`src/shared/hpas_defs.svh`:
```
`ifndef HPAS_DEFS_SVH
`define HPAS_DEFS_SVH

// Forced addresses used on default-programmed parts while enable and alarm are both held low
`define HPAS_FORCED_I2C_ADDR 7'h0A
`define HPAS_FORCED_PMBUS_ADDR 7'h0D

// Unlock attempts allowed before the lock-up state
`define HPAS_FAIL_LIMIT 3'h4

// Register selectors on the register request port
`define HPAS_SEL_ATTEMPT_HI 3'h0
`define HPAS_SEL_ATTEMPT_LO 3'h1
`define HPAS_SEL_KEY_HI 3'h2
`define HPAS_SEL_KEY_LO 3'h3
`define HPAS_SEL_OTHER 3'h4

// Value that can never serve as a key
`define HPAS_KEY_INVALID 16'h0000

`endif

```
`src/shared/hpas_pkg.sv`:
```
package hpas_pkg;

  // Read protection levels
  typedef enum logic [1:0] {
    HPAS_RD_NONE,
    HPAS_RD_CFG,
    HPAS_RD_ALL_BUT_TELE,
    HPAS_RD_ALL
  } hpas_rd_level_t;

  // Write protection levels
  typedef enum logic [1:0] {
    HPAS_WR_NONE,
    HPAS_WR_CFG,
    HPAS_WR_ALL
  } hpas_wr_level_t;

  // Unlock methods
  typedef enum logic [1:0] {
    HPAS_UNL_KEY,
    HPAS_UNL_PIN,
    HPAS_UNL_PIN_KEY,
    HPAS_UNL_NEVER
  } hpas_unlock_t;

  // Class of the register a bus access aims at
  typedef enum logic [1:0] {
    HPAS_CLS_CFG,
    HPAS_CLS_TELE,
    HPAS_CLS_OTHER
  } hpas_class_t;

  // Settings held in the nonvolatile store
  typedef struct packed {
    logic default_prog;
    logic offset_en;
    logic [6:0] i2c_base;
    logic [6:0] pmbus_base;
    hpas_rd_level_t rd_level;
    hpas_wr_level_t wr_level;
    hpas_unlock_t rd_unlock;
    hpas_unlock_t wr_unlock;
    logic [15:0] key;
  } hpas_nvm_t;

  // One register access from the two-wire engine
  typedef struct packed {
    logic valid;
    logic write;
    logic [2:0] sel;
    hpas_class_t cls;
    logic [7:0] data;
  } hpas_req_t;

endpackage

```
`src/hdl/hpas_sync.sv`:
```
// Two-flop synchroniser for asynchronous pin levels
module hpas_sync #(
  parameter int W = 1
) (
  input wire logic clk,
  input wire logic rst_n,
  input wire logic [W-1:0] din,
  output logic [W-1:0] dout
);

  logic [W-1:0] meta_q;
  logic [W-1:0] sync_q;

  // First stage feeds only the second
  always_ff @(posedge clk or negedge rst_n)
  begin
    if (!rst_n)
    begin
      meta_q <= '0;
      sync_q <= '0;
    end
    else
    begin
      meta_q <= din;
      sync_q <= meta_q;
    end
  end

  assign dout = sync_q;

endmodule

```
`src/hdl/hpas_top.sv`:
```
`include "hpas_defs.svh"

// Behaviour
// Answer I2C and PMBus addresses concurrently
// Independent configurable 7-bit I2C address
// Offset-enable bit gates strap offset
// Add strap code 0..15 to both
// Lock address once established
// Enable and alarm low force fixed addresses; the code forces them only when default_prog is also set
// Four read protection levels
// Three separate write protection levels
// Unlock by key, pin, both, never
// Sixteen-bit stored key, zero never valid
// Attempt register must match stored key
// Four wrong attempts lock up unlocking
// Lock pin high unlocks, low relocks
// Sample strap at enable, then lock pin
// High byte first; low byte compares
// Protected writes dropped, transaction completes
// Reset clears fail count and unlock
module hpas_top
  import hpas_pkg::*;
(
  input wire logic SYS_CLK,
  input wire logic RSTN,
  input wire logic ENABLE,
  input wire logic THERMAL_ALARM_PIN,
  input wire logic STRAP_LOCK_PIN,
  input wire logic [3:0] STRAP_CODE,
  input hpas_nvm_t NVM_CFG,
  input wire logic [6:0] BUS_ADDR,
  output logic I2C_HIT,
  output logic PMBUS_HIT,
  output logic [6:0] I2C_ADDR,
  output logic [6:0] PMBUS_ADDR,
  output logic ADDR_LOCKED,
  input hpas_req_t REG_REQ,
  output logic REG_ACK,
  output logic WRITE_ALLOW,
  output logic READ_ALLOW,
  output logic [7:0] RD_DATA,
  output logic NVM_KEY_WR,
  output logic [15:0] NVM_KEY_DATA,
  output logic KEY_UNLOCKED,
  output logic LOCKED_UP,
  output logic RD_UNLOCKED,
  output logic WR_UNLOCKED
);

  logic en_s;
  logic alarm_s;
  logic lock_pin_s;
  logic [3:0] strap_s;

  // Pin synchronisers
  hpas_sync #(.W(3)) u_sync_lvl (
    .clk(SYS_CLK),
    .rst_n(RSTN),
    .din({ENABLE, THERMAL_ALARM_PIN, STRAP_LOCK_PIN}),
    .dout({en_s, alarm_s, lock_pin_s})
  );

  hpas_sync #(.W(4)) u_sync_strap (
    .clk(SYS_CLK),
    .rst_n(RSTN),
    .din(STRAP_CODE),
    .dout(strap_s)
  );

  // Address state
  logic en_prev_q, en_prev_d;
  logic locked_q, locked_d;
  logic [6:0] i2c_q, i2c_d;
  logic [6:0] pmb_q, pmb_d;
  logic [3:0] offset_q, offset_d;
  logic forced;

  // Latch strap and fix addresses on first enable
  always_comb
  begin
    en_prev_d = en_s;
    locked_d = locked_q;
    i2c_d = i2c_q;
    pmb_d = pmb_q;
    offset_d = offset_q;
    if (!locked_q)
    begin
      i2c_d = NVM_CFG.i2c_base;
      pmb_d = NVM_CFG.pmbus_base;
      if (en_s && !en_prev_q)
      begin
        offset_d = NVM_CFG.offset_en ? strap_s : 4'h0;
        i2c_d = NVM_CFG.i2c_base + {3'h0, offset_d};
        pmb_d = NVM_CFG.pmbus_base + {3'h0, offset_d};
        locked_d = 1'b1;
      end
    end
  end

  always_ff @(posedge SYS_CLK or negedge RSTN)
  begin
    if (!RSTN)
    begin
      en_prev_q <= 1'b0;
      locked_q <= 1'b0;
      i2c_q <= 7'h00;
      pmb_q <= 7'h00;
      offset_q <= 4'h0;
    end
    else
    begin
      en_prev_q <= en_prev_d;
      locked_q <= locked_d;
      i2c_q <= i2c_d;
      pmb_q <= pmb_d;
      offset_q <= offset_d;
    end
  end

  // Fixed addresses for default-programmed parts
  assign forced = NVM_CFG.default_prog && !en_s && !alarm_s;
  assign I2C_ADDR = forced ? `HPAS_FORCED_I2C_ADDR : i2c_q;
  assign PMBUS_ADDR = forced ? `HPAS_FORCED_PMBUS_ADDR : pmb_q;
  assign ADDR_LOCKED = locked_q;

  // Both decoders run side by side
  assign I2C_HIT = (BUS_ADDR == I2C_ADDR);
  assign PMBUS_HIT = (BUS_ADDR == PMBUS_ADDR);

  // Unlock state
  logic [7:0] att_hi_q, att_hi_d;
  logic [7:0] att_lo_q, att_lo_d;
  logic [15:0] key_q, key_d;
  logic key_loaded_q, key_loaded_d;
  logic key_ok_q, key_ok_d;
  logic [2:0] fails_q, fails_d;
  logic [7:0] rd_q, rd_d;
  logic nvm_wr_q, nvm_wr_d;
  logic lockup;
  logic rd_unl;
  logic wr_unl;
  logic rd_prot;
  logic wr_prot;
  logic wr_ok;
  logic rd_ok;
  logic [15:0] cand;

  // Release condition for one unlock method
  function automatic logic method_open(hpas_unlock_t m, logic key_ok, logic pin);
    logic r;
    r = 1'b0;
    unique case (m)
      HPAS_UNL_KEY: r = key_ok;
      HPAS_UNL_PIN: r = pin;
      HPAS_UNL_PIN_KEY: r = key_ok && pin;
      HPAS_UNL_NEVER: r = 1'b0;
    endcase
    return r;
  endfunction

  assign lockup = (fails_q >= `HPAS_FAIL_LIMIT);
  assign rd_unl = method_open(NVM_CFG.rd_unlock, key_ok_q, lock_pin_s);
  assign wr_unl = method_open(NVM_CFG.wr_unlock, key_ok_q, lock_pin_s);

  // Read protection by level and register class
  always_comb
  begin
    rd_prot = 1'b0;
    unique case (NVM_CFG.rd_level)
      HPAS_RD_NONE: rd_prot = 1'b0;
      HPAS_RD_CFG: rd_prot = (REG_REQ.cls == HPAS_CLS_CFG);
      HPAS_RD_ALL_BUT_TELE: rd_prot = (REG_REQ.cls != HPAS_CLS_TELE);
      HPAS_RD_ALL: rd_prot = 1'b1;
    endcase
  end

  // Write protection by level and register class
  always_comb
  begin
    wr_prot = 1'b0;
    unique case (NVM_CFG.wr_level)
      HPAS_WR_NONE: wr_prot = 1'b0;
      HPAS_WR_CFG: wr_prot = (REG_REQ.cls == HPAS_CLS_CFG);
      HPAS_WR_ALL: wr_prot = 1'b1;
      default: wr_prot = 1'b1;
    endcase
  end

  // Attempt register stays reachable so a locked part can be opened
  assign wr_ok = (REG_REQ.sel == `HPAS_SEL_ATTEMPT_HI) || (REG_REQ.sel == `HPAS_SEL_ATTEMPT_LO)
    || !wr_prot || wr_unl;
  assign rd_ok = (REG_REQ.sel == `HPAS_SEL_ATTEMPT_HI) || (REG_REQ.sel == `HPAS_SEL_ATTEMPT_LO)
    || !rd_prot || rd_unl;
  assign cand = {att_hi_q, REG_REQ.data};

  // Attempt, key and read-back next state
  always_comb
  begin
    att_hi_d = att_hi_q;
    att_lo_d = att_lo_q;
    key_d = key_q;
    key_loaded_d = key_loaded_q;
    key_ok_d = key_ok_q;
    fails_d = fails_q;
    rd_d = rd_q;
    nvm_wr_d = 1'b0;
    if (!key_loaded_q)
    begin
      key_d = NVM_CFG.key;
      key_loaded_d = 1'b1;
    end
    if (REG_REQ.valid && REG_REQ.write && wr_ok)
    begin
      unique case (REG_REQ.sel)
        `HPAS_SEL_ATTEMPT_HI: att_hi_d = REG_REQ.data;
        `HPAS_SEL_ATTEMPT_LO:
        begin
          att_lo_d = REG_REQ.data;
          if (!lockup)
          begin
            if (cand == key_q && key_q != `HPAS_KEY_INVALID)
            begin
              key_ok_d = 1'b1;
            end
            else
            begin
              key_ok_d = 1'b0;
              fails_d = fails_q + 3'h1;
            end
          end
        end
        `HPAS_SEL_KEY_HI:
        begin
          key_d = {REG_REQ.data, key_q[7:0]};
          key_ok_d = 1'b0;
          nvm_wr_d = 1'b1;
        end
        `HPAS_SEL_KEY_LO:
        begin
          key_d = {key_q[15:8], REG_REQ.data};
          key_ok_d = 1'b0;
          nvm_wr_d = 1'b1;
        end
        default: nvm_wr_d = 1'b0;
      endcase
    end
    if (REG_REQ.valid && !REG_REQ.write)
    begin
      if (!rd_ok)
      begin
        rd_d = 8'h00;
      end
      else
      begin
        unique case (REG_REQ.sel)
          `HPAS_SEL_ATTEMPT_HI: rd_d = att_hi_q;
          `HPAS_SEL_ATTEMPT_LO: rd_d = att_lo_q;
          `HPAS_SEL_KEY_HI: rd_d = key_q[15:8];
          `HPAS_SEL_KEY_LO: rd_d = key_q[7:0];
          default: rd_d = 8'h00;
        endcase
      end
    end
  end

  // Reset returns to the locked defaults
  always_ff @(posedge SYS_CLK or negedge RSTN)
  begin
    if (!RSTN)
    begin
      att_hi_q <= 8'h00;
      att_lo_q <= 8'h00;
      key_q <= 16'h0000;
      key_loaded_q <= 1'b0;
      key_ok_q <= 1'b0;
      fails_q <= 3'h0;
      rd_q <= 8'h00;
      nvm_wr_q <= 1'b0;
    end
    else
    begin
      att_hi_q <= att_hi_d;
      att_lo_q <= att_lo_d;
      key_q <= key_d;
      key_loaded_q <= key_loaded_d;
      key_ok_q <= key_ok_d;
      fails_q <= fails_d;
      rd_q <= rd_d;
      nvm_wr_q <= nvm_wr_d;
    end
  end

  // Handshake and status outputs
  assign REG_ACK = REG_REQ.valid;
  assign WRITE_ALLOW = REG_REQ.valid && REG_REQ.write && wr_ok;
  assign READ_ALLOW = REG_REQ.valid && !REG_REQ.write && rd_ok;
  assign RD_DATA = rd_q;
  assign NVM_KEY_WR = nvm_wr_q;
  assign NVM_KEY_DATA = key_q;
  assign KEY_UNLOCKED = key_ok_q;
  assign LOCKED_UP = lockup;
  assign RD_UNLOCKED = rd_unl;
  assign WR_UNLOCKED = wr_unl;

endmodule

```
`config.mk`:
```
export PLATFORM = sky130hd
export DESIGN_NAME = hpas_top
export DESIGN_NICKNAME = d
export VERILOG_FILES = /design/src/shared/hpas_pkg.sv /design/src/hdl/hpas_sync.sv /design/src/hdl/hpas_top.sv
export VERILOG_INCLUDE_DIRS = /design/src /design/src/shared
export SDC_FILE = /design/constraint.sdc
export NUM_CORES = 1
export LEC_CHECK = 0
export BUFFER_PORTS_ARGS = -buffer_cell sky130_fd_sc_hd__clkbuf_2
export CAP_MARGIN = 5
export CORE_MARGIN = 3
export CORE_UTILIZATION = 55
export CTS_CLUSTER_DIAMETER = 30
export DETAILED_ROUTE_END_ITERATION = 7
export PLACE_DENSITY = 0.9
export SLEW_MARGIN = 20
export SYNTH_ARGS = -nofsm -noshare
export SYNTH_HDL_FRONTEND = slang
export SYNTH_SLANG_ARGS = --single-unit
export TNS_END_PERCENT = 1
```
`constraint.sdc`:
```
create_clock -name SYS_CLK -period 5.7 [get_ports SYS_CLK]
set_input_delay 1.14 -clock SYS_CLK [delete_from_list [all_inputs] [get_ports SYS_CLK]]
set_output_delay 1.14 -clock SYS_CLK [all_outputs]
set_load 0.01 [all_outputs]
```
# After elaboration in Yosys (flattened, before gate mapping)

Index checks and enable logic that the tools add are counted.

Logic and storage cells: 97
Flip-flop bits (word level): 76
Output and inout bits: 49

Reduce and logical (&&, ||, !) cells: 33
Bitwise logic cells: 2
Equality and inequality tests: 20
Multiplexer cells: 21
$lt $le $gt $ge: 1
Add/subtract/negate cells: 3

Operator list:

| cell                                          | count |
|---|---|
| two-way mux 16 bit                            | 2 |
| one-hot mux 16 bit (2 select lines)           | 1 |
| one-hot mux 8 bit (4 select lines)            | 1 |
| two-way mux 7 bit                             | 4 |
| == test 16 bit                                | 1 |
| nonzero test 16 bit                           | 1 |
| adder 7 x 4 -> 7 bit                          | 2 |
| == test 7 bit                                 | 2 |
| == test 2 bit, second input constant          | 6 |
| one-hot mux 1 bit (4 select lines)            | 3 |
| zero test 2 bit                               | 5 |
| logical AND 1 bit                             | 9 |
| == test 2 x 1 -> 1 bit, second input constant | 4 |
| two-way mux 8 bit                             | 1 |
| == test 3 x 2 -> 1 bit, second input constant | 2 |
| zero test 1 bit                               | 6 |
| two-way mux 1 bit                             | 6 |
| != test 2 bit, second input constant          | 3 |
| logical OR 1 bit                              | 5 |
| two-way mux 4 bit                             | 1 |
| one-hot mux 1 bit (2 select lines)            | 2 |
| AND reduction 2 bit                           | 2 |
| AND reduction 4 bit                           | 1 |
| adder 3 x 1 -> 3 bit, second input constant   | 1 |
| other kinds (8)                               | 9 |

# Logic depth before layout (Yosys ltp)

Word-level depth: 7
Depth in mapped cells: 9
Gate-level depth less buffers: 8

# Modules after synthesis

From an unflattened synthesis, not the netlist that was laid out.

Cells, all modules: 426
Area total of the unflattened synthesis: 4372.9 um^2

By module, submodules not included:

| module                   | times used | cells each | area an instance (um^2) |
|---|---|---|---|
| hpas_top                 | 1          | 412        | 4022.6 |
| hpas_sync (u_sync_strap) | 1          | 8          | 200.2 |
| hpas_sync (u_sync_lvl)   | 1          | 6          | 150.1 |

# Worst setup path after synthesis

OpenSTA, ideal clock, no wires.

Path kind: input-to-output
Start: input port NVM_CFG[39] (netlist name)
End: output port PMBUS_HIT
Buffers on the path: 0
Arrival time: 2219 ps
Stages: 4
Required time: 4560 ps
Path slack: 2341 ps
Cell sequence: or3b_2 > nand2b_1 > xor2_1 > a211oi_1

Longest elaborated chain between the ends: 4

RTL lines:

| element                        | line            | RTL |
|---|---|---|
| from (decl)                    | hpas_top.sv:30  | `input hpas_nvm_t NVM_CFG,` |
| logical AND 1 bit (2 in a row) | hpas_top.sv:121 | `assign forced = NVM_CFG.default_prog && !en_s && !alarm_s;` |
| two-way mux 7 bit              | hpas_top.sv:123 | `` assign PMBUS_ADDR = forced ? `HPAS_FORCED_PMBUS_ADDR : pmb_q; `` |
| via PMBUS_ADDR[2]              | hpas_top.sv:35  | `output logic [6:0] PMBUS_ADDR,` |
| == test 7 bit                  | hpas_top.sv:128 | `assign PMBUS_HIT = (BUS_ADDR == PMBUS_ADDR);` |
| to (decl)                      | hpas_top.sv:33  | `output logic PMBUS_HIT,` |

The timed path passes the listed nets, and every way through them passes these cells.

# Final worst setup path

Start: input port NVM_CFG[39] (netlist name)
End: output port I2C_HIT

Longest elaborated chain between the ends: 4

RTL lines:

| element                        | line            | RTL |
|---|---|---|
| logical AND 1 bit (2 in a row) | hpas_top.sv:121 |  |
| two-way mux 7 bit              | hpas_top.sv:122 | `` assign I2C_ADDR = forced ? `HPAS_FORCED_I2C_ADDR : i2c_q; `` |
| == test 7 bit                  | hpas_top.sv:127 | `assign I2C_HIT = (BUS_ADDR == I2C_ADDR);` |
| to (decl)                      | hpas_top.sv:32  | `output logic I2C_HIT,` |

Every way passes these cells.

==> impl_metrics.yaml <==
run_status:
  outcome: "completed"
layout:
  n_antenna_cell: 0
  final_util: 0.6778
  fraction_of_layout_instances_using_a_drive_strength_above_1: 0.3321
  area.growth.synth_to_final_pct: 18.64
  num-fill-cells: 600
  nNetsFinal: 616
synthesis:
  syn_area_per_cell_um2: 10.35
  synth.lib_cells_used.distinct: 67
  async_reset_ff_frac: 1.000
  synth-seq-cells: 76
  synth_flop_cell: "dfrtp_1"
  mapped_cell_area_um2: 4438
  yosysSeqAreaShare: 0.4285
  synthesis.yosys.warnings: 0
  synth-edff-count: 0
  synth_fp_nets: 508
  synth_cells: 429
floorplan:
  placementRows: 32
  start_util: 0.5714
  ioPinCount: 120
  die_span_y_um: 95.83
  chipWidth_um: 95.83
  placeableCoreArea_um2: 7767
  fp.dieArea_um2: 9183
clocking:
  clock_pin_slew_reported_for_the_worst_setup_and_hold_paths_after_clock_tree_synthesis_ns: 0.07
  cts_root_buf: "clkbuf_8"
  sink_count_of_the_clock_tree: 76
  tritoncts: "yes"
  clock_tree.buffer_depth: 2
  cts_hold_buffers: 0
  cts-buffers-inserted: 9
  htreeDepth: 3
  postCtsSetupBuffers: 0
  clk-insertion-delay-late_ns: 0.34
  cts_resized: 0
detailed_routing:
  drt-vias-per-instance: 5.752
  num_vias: 3704
  detail_route.wirelength_um: 10810
  wire_per_inst_um: 16.78
  drc: 0
  antenna_left: 0
  detailedRoute.firstPassIterationCount: 5
  detail_route.iter0.violations: 284
placed_design:
  finalWeightedCongestion: 0.8859
  hpwlAfterDp_um: 8087
  port_buffers: 119
  preCtsSetupSlack_ns: 2.082
grt:
  antenna_violations_before_repair: 0
  first_pass_grt_wire_length_um: 17170
  tot_gr_track_use: 0.2402
  grt_max_degree: 77
  grt_pass1_vias: 3400
  overflow: 0
timing:
  worst_slack_ns: 2.087
  rsz_0062_raised_after_global_routing: "false"
  slew_headroom: 0.3033
  timing_hold_violations_final: 0
  min_period_ns: 3.613
  timing.fmax_mhz: 276.8
  finClkSkew_ns: 0.009696
  setup_tns_ns: 0
  maxSlewViolCount: 0
  period_share: 0.6339
  setup_viol: 0
  max_slew.worst_pin.slew_ns: 1.043
min_path:
  hp-class: "register to register"
  worst_hold_startpoint: "u_sync_strap.meta_q[2]$_DFF_PN0_"
  holdPathStages: 0
  timing.hold.worst_endpoint: "u_sync_strap.dout[2]$_DFF_PN0_"
critical_path:
  setup.reg_to_reg.worst_slack_ns: 3.30
  data_required_time_of_the_critical_path_ns: 4.56
  start_kind: "input pin"
  crit-reg2reg-launch: "KEY_UNLOCKED$_DFFE_PN0P_"
  worstSetupPathType: "input pin to primary output"
  r2r.worst_path.cells: 5
  nature_of_the_critical_path_endpoint: "primary output"
  critical_path.reg2reg.endpoint: "NVM_KEY_DATA[10]$_DFFE_PN0P_"
  worstPathMaxFanout: 14
  cp.arrival_ns: 2.47
power_and_ir_drop:
  powerDensity_nw_per_um2: 292.7
  vdd.ir_drop.worst_v: 0.0002093
  p_leak_nw: 2.473
  design_power_total_w: 0.001541
job:
  cap_violations: 0
worst max path at each step:
stage / from / endpoint / slack (ns) / cells past startpoint
CTS: NVM_CFG[39] / I2C_HIT / 2.08 / 7
global placement: NVM_CFG[39] / I2C_HIT / 2.10 / 7
detailed placement: NVM_CFG[39] / I2C_HIT / 2.08 / 7
floorplan: NVM_CFG[39] / PMBUS_HIT / 2.34 / 4
finish: NVM_CFG[39] / I2C_HIT / 2.09 / 7
global route: NVM_CFG[39] / PMBUS_HIT / 2.00 / 6
Yosys cell counts (3+ instances only):
library cell | instances | area share
dfrtp_1 | 76 | 0.43
inv_1 | 37 | 0.031
xnor2_1 | 32 | 0.063
nand2_1 | 28 | 0.024
o21ai_0 | 24 | 0.027
a21oi_1 | 20 | 0.023
nor2_1 | 17 | 0.014
o32ai_1 | 12 | 0.024
a31oi_1 | 11 | 0.016
and2_1 | 10 | 0.014
clkbuf_1 | 10 | 0.0085
nor3_1 | 10 | 0.011
nand2b_1 | 9 | 0.013
a221oi_2 | 8 | 0.027
a22o_1 | 8 | 0.016
ha_1 | 8 | 0.023
mux2_2 | 8 | 0.020
mux4_2 | 8 | 0.041
nand4_1 | 8 | 0.011
buf_2 | 6 | 0.0068
nand3_1 | 6 | 0.0068
nor4_1 | 6 | 0.0085
o31ai_1 | 5 | 0.0085
xor2_1 | 5 | 0.0099
mux2i_1 | 4 | 0.0090
and3_1 | 3 | 0.0042
nor2b_1 | 3 | 0.0042
final cells by class:
type / count / area [um^2] / area share
Timing Repair Buffer: 120 / 605.6 / 0.1150
Clock inverter: 7 / 91.34 / 0.01735
Tap cell: 102 / 127.6 / 0.02424
Inverter: 38 / 142.6 / 0.02709
Clock buffer: 9 / 123.9 / 0.02353
Sequential cell: 76 / 1902 / 0.3612
Multi-Input combinational cell: 292 / 2272 / 0.4316
stage by stage:
step                      hold slack (ns)  area, um^2  instances
after floorplan                    0.3312        4438        429
after global placement             0.3315        5050        628
after detailed placement           0.3347        5050        628
after CTS                          0.3515        5265        644
after global routing               0.3613        5265        644
final                              0.3498        5265        644
worst max-delay path, stage by stage:
cell and delay (ns):
clkbuf_2 0.08, or3b_2 0.58, and2_1 0.23, xnor2_1 0.13
nand3_1 0.08, nor2_1 0.09, clkbuf_2 0.13
cells by family after synthesis:
kind of cell / synth area share
muxes: 0.07894
AOI/OAI and AO/OA: 0.1897
buffers and inverters: 0.05948
other: 0.0008450
adders and majority gates: 0.02509
xor gates and xnor gates: 0.07302
and+or+nand+nor: 0.1443
DFF: 0.4285
registers in the layout, summed over array words and instances (netlist names):
signal / cells
en_prev_q: 1
NVM_KEY_DATA: 16
u_sync_lvl.dout: 3
fails_q: 3
key_loaded_q: 1
NVM_KEY_WR: 1
i2c_q: 7
RD_DATA: 8
att_lo_q: 8
KEY_UNLOCKED: 1
u_sync_strap.dout: 4
u_sync_strap.meta_q: 4
ADDR_LOCKED: 1
u_sync_lvl.meta_q: 3
pmb_q: 7
att_hi_q: 8
layer usage:
metal	vias up	track usage	wire length, um
li1	1779	-	-
met1	1778	0.3391	4725
met2	129	0.3798	5211
met3	18	0.03675	683
met4	0	0.08057	188
met5	-	0	0
cell usage in the layout, fill, tap and decap left out, types with 9 or more instances in the layout:
cell type and count:
clkbuf_2 118, and2_1 10, nor2_1 17, dfrtp_1 76, nand2_1 28, nor3_1 10
o21ai_0 24, o32ai_1 12, clkbuf_8 9, a31oi_1 11, inv_1 37, a21oi_1 20
xnor2_1 32, nand2b_1 9
where the power goes:
| group | internal (W) | leakage [nW] | total (W) | switching (W) |
|---|---|---|---|---|
| logic | 0.000194 | 1.45 | 0.000389 | 0.000195 |
| registers | 0.000622 | 0.917 | 0.000712 | 0.0000894 |
| clock network | 0.000245 | 0.109 | 0.000440 | 0.000195 |
| total | 0.00106 | 2.47 | 0.00154 | 0.000479 |
(Power assumes the default switching activity.)
